<file path="src/csw_pkg.sv">
// Constants, register map and state type for the clock switch and power save block
package csw_pkg;

  // Register byte offsets
  localparam logic [3:0] CSW_OSC_CTRL = 4'h0;
  localparam logic [3:0] CSW_CFG = 4'h4;
  localparam logic [3:0] CSW_PWR = 4'h8;

  // Oscillator control register fields
  localparam int OSC_REQ_BIT = 0;
  localparam int OSC_CF_BIT = 3;
  localparam int OSC_LOCK_BIT = 5;
  localparam int OSC_NEW_LSB = 8;
  localparam int OSC_CUR_LSB = 12;

  // Unlock keys
  localparam logic [7:0] KEY_HI_FIRST = 8'h78;
  localparam logic [7:0] KEY_HI_SECOND = 8'h9a;
  localparam logic [7:0] KEY_LO_FIRST = 8'h46;
  localparam logic [7:0] KEY_LO_SECOND = 8'h57;

  // Clock source codes
  localparam logic [2:0] SRC_FRC = 3'h0;
  localparam logic [2:0] SRC_FRC_PLL = 3'h1;
  localparam logic [2:0] SRC_PRI = 3'h2;
  localparam logic [2:0] SRC_PRI_PLL = 3'h3;
  localparam logic [2:0] SRC_SEC = 3'h4;
  localparam logic [2:0] SRC_LOW_POWER_RC_OSCILLATOR = 3'h5;

  // Oscillator enable bit positions
  localparam int OSC_PRI = 0;
  localparam int OSC_SEC = 1;
  localparam int OSC_FRC = 2;
  localparam int OSC_LOW_POWER_RC_OSCILLATOR = 3;

  // Primary submodes
  localparam logic [1:0] SUB_EXT = 2'h0;
  localparam logic [1:0] SUB_XT = 2'h1;
  localparam logic [1:0] SUB_HS = 2'h2;

  // Configuration register fields and reset values
  localparam int CFG_MON_BIT = 0;
  localparam int CFG_POR_LSB = 1;
  localparam int CFG_WDT_BIT = 4;
  localparam int CFG_KEEP_BIT = 5;
  localparam int CFG_SUB_LSB = 6;
  localparam int CFG_DONE_BIT = 8;
  localparam logic CFG_MON_RST = 1'b1;
  localparam logic [2:0] CFG_POR_RST = SRC_FRC;
  localparam logic [1:0] CFG_SUB_RST = SUB_XT;

  // Power register fields
  localparam int PWR_SLEEP_BIT = 0;
  localparam int PWR_IDLE_BIT = 1;
  localparam int PWR_STATE_LSB = 0;
  localparam int PWR_BUSY_BIT = 3;

  // New-clock cycles counted before the swap
  localparam logic [3:0] SETTLE_CYCLES = 4'ha;

  localparam logic [1:0] RESP_OKAY = 2'h0;
  localparam logic [1:0] RESP_SLVERR = 2'h2;

  typedef enum logic [1:0] {
    KEY_NONE = 2'h0,
    KEY_HALF = 2'h1,
    KEY_OPEN = 2'h3
  } csw_key_t;

  typedef enum logic [1:0] {
    SW_IDLE = 2'h0,
    SW_READY = 2'h1,
    SW_COUNT = 2'h3,
    SW_FINISH = 2'h2
  } csw_sw_t;

  typedef enum logic [2:0] {
    PS_RUN = 3'h0,
    PS_PREP = 3'h1,
    PS_SLEEP = 3'h3,
    PS_IDLE = 3'h2
  } csw_ps_t;

  typedef struct packed {
    logic awready;
    logic wready;
    logic bvalid;
    logic [1:0] bresp;
    logic arready;
    logic rvalid;
    logic [1:0] rresp;
    logic [31:0] rdata;
    logic aw_held;
    logic w_held;
    logic [3:0] waddr;
    logic [15:0] wdata;
    logic [1:0] wstrb;
    csw_key_t key_hi;
    csw_key_t key_lo;
    logic mon_cfg;
    logic [2:0] por_src;
    logic wdt_en;
    logic keep_on;
    logic [1:0] submode;
    logic cfg_done;
    logic [2:0] cur_src;
    logic [2:0] new_src;
    logic req;
    logic lock;
    logic cf;
    csw_sw_t sw;
    logic [3:0] settle;
    csw_ps_t ps;
    logic [3:0] clk_s1;
    logic [3:0] clk_s2;
    logic [3:0] clk_prev;
    logic [4:0] misc_s1;
    logic [4:0] misc_s2;
    logic [3:0] osc_en;
    logic pll_en;
    logic [2:0] sys_sel;
    logic cpu_halt;
    logic periph_off;
    logic wdt_clear;
    logic mon_active;
  } csw_state_t;

  localparam csw_state_t CSW_STATE_RST = '{
    awready: 1'b1,
    wready: 1'b1,
    arready: 1'b1,
    key_hi: KEY_NONE,
    key_lo: KEY_NONE,
    mon_cfg: CFG_MON_RST,
    por_src: CFG_POR_RST,
    submode: CFG_SUB_RST,
    cur_src: CFG_POR_RST,
    new_src: CFG_POR_RST,
    sw: SW_IDLE,
    ps: PS_RUN,
    osc_en: 4'h4,
    sys_sel: CFG_POR_RST,
    default: '0
  };

endpackage
</file>
<file path="src/csw_clock_switch.sv">
// Clock source switch and Sleep/Idle controller with an AXI4-Lite register slave
`timescale 1ns/1ps
`default_nettype none

module csw_clock_switch (
  // Clock and reset
  input wire logic clk,
  input wire logic rst_b,
  input wire logic ce,
  // AXI4-Lite write address and data
  input wire logic awvalid,
  output logic awready,
  input wire logic [3:0] awaddr,
  input wire logic [2:0] awprot,
  input wire logic wvalid,
  output logic wready,
  input wire logic [31:0] wdata,
  input wire logic [3:0] wstrb,
  // AXI4-Lite write response
  output logic bvalid,
  input wire logic bready,
  output logic [1:0] bresp,
  // AXI4-Lite read
  input wire logic arvalid,
  output logic arready,
  input wire logic [3:0] araddr,
  input wire logic [2:0] arprot,
  output logic rvalid,
  input wire logic rready,
  output logic [31:0] rdata,
  output logic [1:0] rresp,
  // Oscillator side, asynchronous
  input wire logic [3:0] osc_clk_in,
  input wire logic pll_lock_in,
  input wire logic osc_startup_done,
  input wire logic clock_fail_in,
  // Wake sources, asynchronous
  input wire logic wake_irq,
  input wire logic watchdog_timeout,
  // Clock and power controls
  output logic [3:0] osc_enable,
  output logic pll_enable,
  output logic [2:0] sys_clk_select,
  output logic cpu_halt,
  output logic periph_clk_off,
  output logic watchdog_clear,
  output logic monitor_active
);
  import csw_pkg::*;

  localparam logic [1:0] SEL_OSC = 2'h0;
  localparam logic [1:0] SEL_CFG = 2'h1;
  localparam logic [1:0] SEL_PWR = 2'h2;
  localparam logic [1:0] SEL_NONE = 2'h3;

  csw_state_t s;
  csw_state_t n;

  function automatic logic [1:0] reg_sel(input logic [3:0] a);
    case ({a[3:2], 2'b00})
      CSW_OSC_CTRL: reg_sel = SEL_OSC;
      CSW_CFG: reg_sel = SEL_CFG;
      CSW_PWR: reg_sel = SEL_PWR;
      default: reg_sel = SEL_NONE;
    endcase
  endfunction

  function automatic logic [3:0] osc_of(input logic [2:0] src);
    osc_of = '0;
    case (src)
      SRC_PRI, SRC_PRI_PLL: osc_of[OSC_PRI] = 1'b1;
      SRC_SEC: osc_of[OSC_SEC] = 1'b1;
      SRC_LOW_POWER_RC_OSCILLATOR: osc_of[OSC_LOW_POWER_RC_OSCILLATOR] = 1'b1;
      default: osc_of[OSC_FRC] = 1'b1;
    endcase
  endfunction

  function automatic logic uses_pll(input logic [2:0] src);
    uses_pll = (src == SRC_FRC_PLL) || (src == SRC_PRI_PLL);
  endfunction

  // External clocks need no start-up timer; crystals do
  function automatic logic needs_ost(input logic [2:0] src, input logic [1:0] sub);
    case (src)
      SRC_PRI, SRC_PRI_PLL: needs_ost = (sub != SUB_EXT);
      SRC_SEC: needs_ost = 1'b1;
      default: needs_ost = 1'b0;
    endcase
  endfunction

  // Partial keys fall back unless the second byte follows at once
  function automatic csw_key_t key_step(input csw_key_t k, input logic [7:0] b,
                                        input logic [7:0] first, input logic [7:0] second);
    if ((k == KEY_HALF) && (b == second)) begin
      key_step = KEY_OPEN;
    end else if (b == first) begin
      key_step = KEY_HALF;
    end else begin
      key_step = KEY_NONE;
    end
  endfunction

  always_comb begin
    logic do_wr;
    logic [1:0] wsel;
    logic hi_wr;
    logic lo_wr;
    logic lock_i;
    logic ost_i;
    logic fail_i;
    logic wake_i;
    logic new_edge;
    logic src_ready;
    logic switching;
    logic [15:0] rd;
    logic [3:0] want;
    do_wr = 1'b0;
    wsel = SEL_NONE;
    hi_wr = 1'b0;
    lo_wr = 1'b0;
    rd = '0;
    want = '0;
    n = s;
    n.wdt_clear = 1'b0;

    // Two-flop synchronisers; only the second stage is read
    n.clk_s1 = osc_clk_in;
    n.clk_s2 = s.clk_s1;
    n.clk_prev = s.clk_s2;
    n.misc_s1 = {watchdog_timeout, wake_irq, clock_fail_in, osc_startup_done, pll_lock_in};
    n.misc_s2 = s.misc_s1;
    lock_i = s.misc_s2[0];
    ost_i = s.misc_s2[1];
    fail_i = s.misc_s2[2];
    wake_i = s.misc_s2[3] || s.misc_s2[4];
    new_edge = |((s.clk_s2 & ~s.clk_prev) & osc_of(s.new_src));

    // Write address and data are caught independently
    if (awvalid && s.awready) begin
      n.waddr = awaddr;
      n.aw_held = 1'b1;
      n.awready = 1'b0;
    end
    if (wvalid && s.wready) begin
      n.wdata = wdata[15:0];
      n.wstrb = wstrb[1:0];
      n.w_held = 1'b1;
      n.wready = 1'b0;
    end
    if (s.bvalid && bready) begin
      n.bvalid = 1'b0;
    end

    do_wr = s.aw_held && s.w_held && !s.bvalid;
    if (do_wr) begin
      wsel = reg_sel(s.waddr);
      n.aw_held = 1'b0;
      n.w_held = 1'b0;
      n.awready = 1'b1;
      n.wready = 1'b1;
      n.bvalid = 1'b1;
      n.bresp = (wsel == SEL_NONE) ? RESP_SLVERR : RESP_OKAY;
      hi_wr = (wsel == SEL_OSC) && s.wstrb[1];
      lo_wr = (wsel == SEL_OSC) && s.wstrb[0];
      // A write that misses a lane breaks that lane's key
      n.key_hi = KEY_NONE;
      n.key_lo = KEY_NONE;
    end

    // High byte: key bytes only advance the key, the write after it lands
    if (hi_wr) begin
      if (s.key_hi == KEY_OPEN) begin
        n.key_hi = KEY_NONE;
        if (!s.mon_cfg) begin
          n.new_src = s.wdata[OSC_NEW_LSB +: 3];
        end
      end else begin
        n.key_hi = key_step(s.key_hi, s.wdata[15:8], KEY_HI_FIRST, KEY_HI_SECOND);
      end
    end

    // Low byte: switch request and software clear of the fail flag
    if (lo_wr) begin
      if (s.key_lo == KEY_OPEN) begin
        n.key_lo = KEY_NONE;
        if (s.wdata[OSC_REQ_BIT] && !s.mon_cfg && (s.sw == SW_IDLE)) begin
          n.req = 1'b1;
        end
        if (!s.wdata[OSC_CF_BIT]) begin
          n.cf = 1'b0;
        end
      end else begin
        n.key_lo = key_step(s.key_lo, s.wdata[7:0], KEY_LO_FIRST, KEY_LO_SECOND);
      end
    end

    // Configuration word is taken once after reset, like a fuse
    if (do_wr && (wsel == SEL_CFG) && s.wstrb[0] && !s.cfg_done) begin
      n.cfg_done = 1'b1;
      n.mon_cfg = s.wdata[CFG_MON_BIT];
      n.por_src = s.wdata[CFG_POR_LSB +: 3];
      n.wdt_en = s.wdata[CFG_WDT_BIT];
      n.keep_on = s.wdata[CFG_KEEP_BIT];
      n.submode = s.wdata[CFG_SUB_LSB +: 2];
      n.cur_src = s.wdata[CFG_POR_LSB +: 3];
      n.new_src = s.wdata[CFG_POR_LSB +: 3];
    end

    // Power save entry
    if (do_wr && (wsel == SEL_PWR) && s.wstrb[0] && (s.ps == PS_RUN)) begin
      if (s.wdata[PWR_SLEEP_BIT]) begin
        n.ps = PS_PREP;
      end else if (s.wdata[PWR_IDLE_BIT]) begin
        n.ps = PS_IDLE;
        n.wdt_clear = s.wdt_en;
      end
    end

    // Lock status sets once the running PLL locks and holds until the PLL is disabled or a switch starts
    if (s.pll_en && lock_i) begin
      n.lock = 1'b1;
    end
    if (!s.pll_en) begin
      n.lock = 1'b0;
    end

    src_ready = (!needs_ost(s.new_src, s.submode) || ost_i) &&
                (!uses_pll(s.new_src) || s.lock);

    // Switch sequence; the CPU is never halted by it
    case (s.sw)
      SW_IDLE: begin
        if (s.req) begin
          if (s.new_src == s.cur_src) begin
            n.req = 1'b0;
          end else begin
            n.lock = 1'b0;
            n.cf = 1'b0;
            n.sw = SW_READY;
          end
        end
      end
      SW_READY: begin
        if (src_ready) begin
          n.settle = '0;
          n.sw = SW_COUNT;
        end
      end
      SW_COUNT: begin
        // Sleep freezes the switch so wake-up finds the source it left
        if (new_edge && !s.periph_off) begin
          n.settle = s.settle + 4'h1;
          if (s.settle == SETTLE_CYCLES - 4'h1) begin
            n.sw = SW_FINISH;
          end
        end
      end
      SW_FINISH: begin
        if (!s.periph_off) begin
          n.cur_src = s.new_src;
          n.req = 1'b0;
          n.sw = SW_IDLE;
        end
      end
      default: begin
        n.sw = SW_IDLE;
      end
    endcase

    // Sleep and Idle; a wake arriving during entry waits for it to finish
    case (s.ps)
      PS_RUN: begin
      end
      PS_PREP: begin
        n.wdt_clear = s.wdt_en;
        n.ps = PS_SLEEP;
      end
      PS_SLEEP, PS_IDLE: begin
        if (wake_i) begin
          n.ps = PS_RUN;
        end
      end
      default: begin
        n.ps = PS_RUN;
      end
    endcase

    // Switching disabled: status shows the power-up source, request stays low
    if (s.mon_cfg) begin
      n.cur_src = s.por_src;
      n.req = 1'b0;
      n.sw = SW_IDLE;
    end

    // Hardware set beats any clear in the same cycle
    if (fail_i && s.mon_active) begin
      n.cf = 1'b1;
    end

    // Oscillator enables from the next state so they line up with it
    switching = (n.sw != SW_IDLE);
    want = osc_of(n.cur_src);
    if (switching) begin
      want = want | osc_of(n.new_src);
    end
    if (n.wdt_en || !n.mon_cfg) begin
      want[OSC_LOW_POWER_RC_OSCILLATOR] = 1'b1;
    end
    if (n.keep_on) begin
      want[OSC_SEC] = 1'b1;
    end
    n.pll_en = uses_pll(n.cur_src) || (switching && uses_pll(n.new_src));
    if (n.ps == PS_SLEEP) begin
      want = '0;
      want[OSC_LOW_POWER_RC_OSCILLATOR] = n.wdt_en;
      want[OSC_SEC] = n.keep_on;
      n.pll_en = 1'b0;
    end
    n.osc_en = want;
    n.sys_sel = n.cur_src;
    n.cpu_halt = (n.ps != PS_RUN);
    n.periph_off = (n.ps == PS_SLEEP) || (n.ps == PS_PREP);
    n.mon_active = !n.mon_cfg && (n.ps != PS_SLEEP);

    // Read channel
    if (s.rvalid && rready) begin
      n.rvalid = 1'b0;
      n.arready = 1'b1;
    end
    if (arvalid && s.arready) begin
      case (reg_sel(araddr))
        SEL_OSC: begin
          rd[OSC_CUR_LSB +: 3] = s.cur_src;
          rd[OSC_NEW_LSB +: 3] = s.new_src;
          rd[OSC_LOCK_BIT] = s.lock;
          rd[OSC_CF_BIT] = s.cf;
          rd[OSC_REQ_BIT] = s.req;
        end
        SEL_CFG: begin
          rd[CFG_MON_BIT] = s.mon_cfg;
          rd[CFG_POR_LSB +: 3] = s.por_src;
          rd[CFG_WDT_BIT] = s.wdt_en;
          rd[CFG_KEEP_BIT] = s.keep_on;
          rd[CFG_SUB_LSB +: 2] = s.submode;
          rd[CFG_DONE_BIT] = s.cfg_done;
        end
        SEL_PWR: begin
          rd[PWR_STATE_LSB +: 3] = s.ps;
          rd[PWR_BUSY_BIT] = (s.sw != SW_IDLE);
        end
        default: begin
          rd = '0;
        end
      endcase
      n.rdata = {16'h0000, rd};
      n.rresp = (reg_sel(araddr) == SEL_NONE) ? RESP_SLVERR : RESP_OKAY;
      n.rvalid = 1'b1;
      n.arready = 1'b0;
    end
  end

  // Clock enable low freezes every flip-flop, synchronisers included
  always_ff @(posedge clk or negedge rst_b) begin
    if (!rst_b) begin
      s <= CSW_STATE_RST;
    end else if (ce) begin
      s <= n;
    end
  end

  assign awready = s.awready;
  assign wready = s.wready;
  assign bvalid = s.bvalid;
  assign bresp = s.bresp;
  assign arready = s.arready;
  assign rvalid = s.rvalid;
  assign rdata = s.rdata;
  assign rresp = s.rresp;
  assign osc_enable = s.osc_en;
  assign pll_enable = s.pll_en;
  assign sys_clk_select = s.sys_sel;
  assign cpu_halt = s.cpu_halt;
  assign periph_clk_off = s.periph_off;
  assign watchdog_clear = s.wdt_clear;
  assign monitor_active = s.mon_active;

endmodule

`default_nettype wire

</file>
<file path="config.mk">
export PLATFORM = sky130hd
export DESIGN_NAME = csw_clock_switch
export DESIGN_NICKNAME = d
export VERILOG_FILES = /design/src/csw_pkg.sv /design/src/csw_clock_switch.sv
export SDC_FILE = /design/constraint.sdc
export NUM_CORES = 1
export LEC_CHECK = 0
export ABC_AREA = 1
export BUFFER_PORTS_ARGS = -buffer_cell sky130_fd_sc_hd__buf_4
export CELL_PAD_IN_SITES_DETAIL_PLACEMENT = 1
export CELL_PAD_IN_SITES_GLOBAL_PLACEMENT = 2
export CORE_ASPECT_RATIO = 0.7
export CORE_MARGIN = 4
export CORE_UTILIZATION = 34
export DETAILED_ROUTE_END_ITERATION = 10
export HOLD_SLACK_MARGIN = 0.12
export PLACE_DENSITY_LB_ADDON = 0.05
export SYNTH_ARGS = -nofsm -noshare
export SYNTH_HDL_FRONTEND = slang
export SYNTH_SLANG_ARGS = --single-unit
</file>
<file path="constraint.sdc">
create_clock -name clk -period 3.2 [get_ports clk]
set_input_delay 0.16 -clock clk [delete_from_list [all_inputs] [get_ports clk]]
set_output_delay 0.16 -clock clk [all_outputs]
set_load 0.05 [all_outputs]
</file>
=== Word level (Yosys, flattened, before mapping) ===
Cells that the tools add are included.
W data, S select, Z words.

* Word-level logic and storage cells: 266
* Input bits: 67
* Output and inout port bits: 53
* Bits in registers: 109

* Bitwise gates (word level): 4
* Multiplexer cells: 97
* Eq/ne operators: 46
* Add/subtract/negate cells: 1
* Reduce and logical (&&, ||, !) cells: 78

{| class="wikitable"
|+ Operators by type and width
! kind !! count
|-
| $mux W1 || 45
|-
| $mux W2 || 19
|-
| $mux W36 || 1
|-
| $mux W3 || 11
|-
| $eq A3 B2 Y1 const B || 9
|-
| $logic_and A1 B1 Y1 || 25
|-
| $eq A8 B7 Y1 const B || 3
|-
| $reduce_and A2 Y1 || 11
|-
| $eq A2 B2 Y1 const B || 10
|-
| $reduce_bool A2 Y1 || 10
|-
| $eq A3 B3 Y1 const B || 6
|-
| $mux W4 || 4
|-
| $reduce_or A4 Y1 || 4
|-
| $eq A3 B1 Y1 const B || 5
|-
| $mux W15 || 1
|-
| $eq A2 B1 Y1 const B || 7
|-
| $mux W6 || 2
|-
| $pmux W2 S3 || 2
|-
| $logic_not A2 Y1 || 5
|-
| $mux W5 || 2
|-
| $logic_or A1 B1 Y1 || 9
|-
| $pmux W3 S3 || 1
|-
| $and A4 B4 Y4 || 2
|-
| $eq A8 B8 Y1 const B || 1
|-
| other kinds (17) || 31
|}

=== Longest topological paths before layout ===
* Depth after elaboration: 19
* Depth in mapped cells: 15

=== Worst setup path after synthesis ===
Ideal clock, no wire load.

* Path type: reg2reg
* From: reg s, in the netlist bvalid
* To: reg s, in the netlist osc_enable[2]
* Slack: 1349 ps
* Arrival: 1776 ps
* Data required time: 3125 ps
* Library setup time: 75 ps
* Clock period less this slack: 1851 ps
* Cell stages (with the launch flop): 14
* Cell sequence: dfrtp_1 > inv_1 > nand3_2 > inv_2 > nand2_2 > buf_6 > nand3_1 > nand2_1 > inv_1 > ha_1 > nand2_1 > nand2_1 > nand2_1 > nand2_1

* Word-level cells in the longest chain between the ends: 17
* Elaborated cells between the ends (all ways): 37

{| class="wikitable"
|+ Ends and longest elaborated chain
! item !! RTL line !! text
|-
| start: declaration || csw_clock_switch.sv:56 || <nowiki>csw_state_t s;</nowiki>
|-
| start signal: assignment || csw_clock_switch.sv:367 || <nowiki>s <= n;</nowiki>
|-
| $logic_not A1 Y1 * || csw_clock_switch.sv:154 || <nowiki>do_wr = s.aw_held && s.w_held && !s.bvalid;</nowiki>
|-
| $logic_and A1 B1 Y1 * || csw_clock_switch.sv:154 ||
|-
| $mux W2 || csw_clock_switch.sv:155 || <nowiki>if (do_wr) begin</nowiki>
|-
| $eq A2 B1 Y1 || csw_clock_switch.sv:198 || <nowiki>if (do_wr && (wsel == SEL_CFG) && s.wstrb[0] && !s.cfg_done) begin</nowiki>
|-
| $logic_and A1 B1 Y1 (3 in series) || csw_clock_switch.sv:198 ||
|-
| $mux W15 || csw_clock_switch.sv:198 ||
|-
| $mux W3 || csw_clock_switch.sv:259 || <nowiki>if (!s.periph_off) begin</nowiki>
|-
| $mux W3 || csw_clock_switch.sv:231 || <nowiki>case (s.sw)</nowiki>
|-
| $mux W3 || csw_clock_switch.sv:289 || <nowiki>if (s.mon_cfg) begin</nowiki>
|-
| $eq A3 B2 Y1 or $eq A3 B3 Y1 (tied branches) || csw_clock_switch.sv:70 || <nowiki>case (src)</nowiki>
|-
| $reduce_or A4 Y1 (no line) || -- ||
|-
| $mux W1 || csw_clock_switch.sv:70 ||
|-
| $or A4 B4 Y4 || csw_clock_switch.sv:304 || <nowiki>want = want | osc_of(n.new_src);</nowiki>
|-
| $mux W4 || csw_clock_switch.sv:303 || <nowiki>if (switching) begin</nowiki>
|-
| $mux W4 * || csw_clock_switch.sv:313 || <nowiki>if (n.ps == PS_SLEEP) begin</nowiki>
|}

Every way passes the cells marked *; elsewhere a longest branch is shown, timed or not. The select of a mux whose other input is x is not followed.
A chain may end at the register's enable or synchronous reset.

=== Final worst setup path ===
* From: reg s[52] (netlist bit)
* To: reg s, in the netlist osc_enable[1]

* Word-level cells in the longest chain between the ends: 12
* Elaborated cells between the ends (all ways): 15

{| class="wikitable"
|+ Ends and longest elaborated chain
! item !! RTL line !! text
|-
| $logic_not A1 Y1 * || csw_clock_switch.sv:198 ||
|-
| $logic_and A1 B1 Y1 * || csw_clock_switch.sv:198 ||
|-
| $mux W15 * || csw_clock_switch.sv:198 ||
|-
| $mux W3 || csw_clock_switch.sv:259 ||
|-
| $mux W3 || csw_clock_switch.sv:231 ||
|-
| $mux W3 || csw_clock_switch.sv:289 ||
|-
| $eq A3 B3 Y1 || csw_clock_switch.sv:70 ||
|-
| $mux W1 || csw_clock_switch.sv:70 ||
|-
| $or A4 B4 Y4 || csw_clock_switch.sv:304 ||
|-
| $mux W4 || csw_clock_switch.sv:303 ||
|-
| $mux W1 || csw_clock_switch.sv:309 || <nowiki>if (n.keep_on) begin</nowiki>
|-
| $mux W4 * || csw_clock_switch.sv:313 ||
|}

Marks and branches as above.

==> flow_summary_export.csv <==
group,metric,value,unit
status,outcome,"finished, final reports clean",
setup_path,cp_common_cell,"nand2_1",
clocking,clock-sinks,105,
sta,fmax,504.5,MHz
synthesis,avgSynthCellArea,8.234,um2
setup_path,reg2reg_to,"osc_enable[1]",
sta,post-route-period-util,61.95,%
floorplanning,ioPinCount,120,
flow_run,drv_cap,0,
floorplanning,coreArea,0.01491,mm2
route,antenna_left,0,
global_route,grt_pass1_wl,24310,um
clocking,root_buffer,"clkbuf_16",
synthesis,synth_edf_count,0,
clocking,clk_pin_slew,0.07,ns
sta,clock_skew,0.006362,ns
synthesis,netlist_instances,639,
hold_path,hold_path_class,"input port to flop",
route,avgViaCountPerCell,4.740,
setup_path,rrSetupSlack,1.22,ns
clocking,insertion_delay,0.35,ns
pwr,power_density,758.3,mW/mm2
floorplanning,fp-row-count,37,
pwr,p_leak,0.003214,uW
place,placed_cells_incl_taps,868,
sta,rsz0062_at_grt,"no",
setup_path,critPathCapture,"osc_enable[1]",
setup_path,worst_r2r_path_depth,11,
floorplanning,dieHeight,112.1,um
setup_path,path_depth,11,
route,drc,0,
synthesis,yosys-top-cells-count,"nand2_1 (203), dfrtp_1 (99), inv_1 (67)",
route,dr.first_iter.drc_count,249,
synthesis,synthSimpleGateAreaFrac,22.62,%
synthesis,synth_compound_area_share,11.80,%
sta,layout_min_cycle_time,1.982,ns
setup_path,worstPathMaxFanout,13,
synthesis,synth_fa_ha_area_share,1.665,%
sta,slew_headroom,49.84,%
setup_path,crit_required,3.48,ns
cells_and_area,final_nets,791,
synthesis,synthTopCellsByArea,"dfrtp_1 (47%), nand2_1 (14%), buf_4 (6.1%), o21ai_0 (5.0%), inv_1 (4.8%)",
cells_and_area,area_delta_synth_final,21.43,%
synthesis,ys_seq_area_share,50.08,%
setup_path,crit_slowest_cell,"dfrtp_1",
synthesis,synth_area,0.005261,mm2
synthesis,yosysWarnings,0,
place,port_buffers,71,
synthesis,yosysTopAreaCell,"dfrtp_1",
synthesis,synth_top_flop_cell,"dfrtp_1",
setup_path,crit_buf_inv,1,
sta,tightest_slew,0.7516,ns
cells_and_area,fin_util,42.86,%
setup_path,regToRegStartpoint,"s[52]",
synthesis,synth-xor-area-share,0.9988,%
global_route,antenna_found_initial,0,
sta,setup_viol,0,
clocking,post_cts.repair.setup_buffers,0,
synthesis,synth_cell_types,42,
global_route,grt_pass1_vias,4547,
setup_path,cp-end-kind,"flop",
cells_and_area,antenna_cells,0,
sta,hold_viol_final,0,
setup_path,slowest_delay,0.36,ns
synthesis,synth_mux_area_share,0.1902,%
synthesis,synth_seq_cells,105,
route,routedWlPerCell,16.04,um
clocking,cts_made_buffers,9,
floorplanning,die_w,156.7,um
floorplanning,start_util,35.29,%
cells_and_area,fill_cells,1809,
synthesis,yosysTopAreaCellShare,47.09,%
sta,maxSlewViolCount,0,
setup_path,crit_chain,"inv_1 > nand2_1 > nor3_4 > nand2_2 > nand2_1 > nand3_1 > a22oi_4 > nand3_1 > nand2_1 > nand2_1 > a21oi_2",
cells_and_area,stdcell_count,916,
setup_path,startpoint_type,"flop",
sta,holdWs,0.1829,ns
clocking,clockBufferDepth,2,
place,gp_congestion,0.7952,
global_route,grt_overflow_total,0,
route,finalWirelength,14690,um
global_route,grt_max_degree,57,
clocking,htreeDepth,3,
synthesis,synth_top_family_by_area,"simple AND/OR/NAND/NOR gates",
cells_and_area,drive_gt1_share,15.81,%
place,dp_hpwl,10850,um
route,dr.pass1.iters,4,
global_route,gr-usage-all-layers,17.42,%
sta,final.setup.tns,0,ns
synthesis,synth_async_sr_flop_share,100.0,%
pwr,vdd_ir_drop_max,0.0006036,V
setup_path,startpoint,"s[52]",
synthesis,yosysMostFrequentCell,"nand2_1",
setup_path,worstPathArrival,2.26,ns
route,vias,4342,
clocking,cts_tree,"done",
floorplanning,fp.dieArea,0.01756,mm2
setup_path,critPathKind,"flop to flop",
setup_path,path_delay_family,"simple AND/OR/NAND/NOR gates",
[area by class of cell]
| class | instances | area, um2 | share of cell area, % |
|---|---|---|---|
| multi-input cells | 422 | 2036 | 31.86 |
| inverters | 70 | 262.8 | 4.113 |
| clock buffers | 10 | 229.0 | 3.584 |
| clock inverters | 5 | 81.33 | 1.273 |
| well taps | 195 | 244.0 | 3.819 |
| flip-flops and latches | 105 | 2635 | 41.25 |
| repair buffers | 109 | 900.9 | 14.10 |
[tightest hold or removal path: stages]
cell	delay, ns
buf_4	0.11
nand2_1	0.06
nor2_1	0.05
o21a_1	0.16
[what timing repair did]
action,4_1_cts,5_1_grt
gates resized for setup,0,0
hold endpoints to repair,76,0
hold buffers,33,0
[through the flow]
stage               power (uW)  worst slack, ns  cell area, um2
floorplan                 3220            1.349            5333
global placement          3625            1.226            5748
detailed placement        3674            1.214            5748
CTS                       4910            1.198            6389
global route              5167           0.9636            6389
finish                    4845            1.218            6389
[report_power, final]
| group | internal, uW | leakage, uW | switching, uW |
|---|---|---|---|
| Clock | 682 | 0.000149 | 496 |
| Combinational | 501 | 0.00176 | 1160 |
| Sequential | 1700 | 0.00131 | 304 |
| Total | 2890 | 0.00321 | 1960 |
[flip-flops by register name, indices dropped and copies added, names as in the netlist, 3 cells and up]
register        count
n                  13
s                  59
rdata              14
sys_clk_select      3
osc_enable          4
[worst min-delay path by stage]
| stage | slack [ns] | cells after the start | start | end |
|---|---|---|---|---|
| 2_1_floorplan | -0.14 | 0 | rst_b | bresp[1] |
| 5_1_grt | 0.18 | 4 | rready | arready |
| 3_5_place_dp | 0.23 | 1 | rst_b | s[87] |
| 6_report | 0.18 | 4 | rready | arready |
| 4_1_cts | 0.17 | 4 | rready | arready |
| 3_3_place_gp | 0.23 | 1 | rst_b | s[87] |
[per-layer routing]
metal / GRT usage, % / vias up / wire length, um
li1: - / 2136 / -
met2: 26.66 / 98 / 6450
met5: 0 / - / 0
met1: 26.12 / 2098 / 7296
met3: 3.391 / 10 / 851
met4: 2.775 / 0 / 92
[cell usage in the layout, fill, tap and decap left out, types with 3 or more instances in the layout]
cell and count:
nand2_1 203, ha_1 7, clkbuf_16 9, nand2_2 6
inv_1 67, dfrtp_1 99, dfstp_2 6, o21ai_1 5
o31ai_1 7, o32ai_1 3, buf_4 76, a21oi_1 13
xnor2_1 4, conb_1 20, inv_2 3, o41ai_1 3
nand3_1 33, nor2_1 30, o22ai_1 4, dlygate4sd3_1 33
nand4_1 5, o21a_1 3, o21ai_0 53
[cells by family after synthesis]
family	after synthesis
xor+xnor	6
buf+inv	131
mux	1
flops	105
fa+ha+maj	7
compound gates	103
simple gates	285
other cells	1
Note: power is estimated with default switching activity, not from simulation.
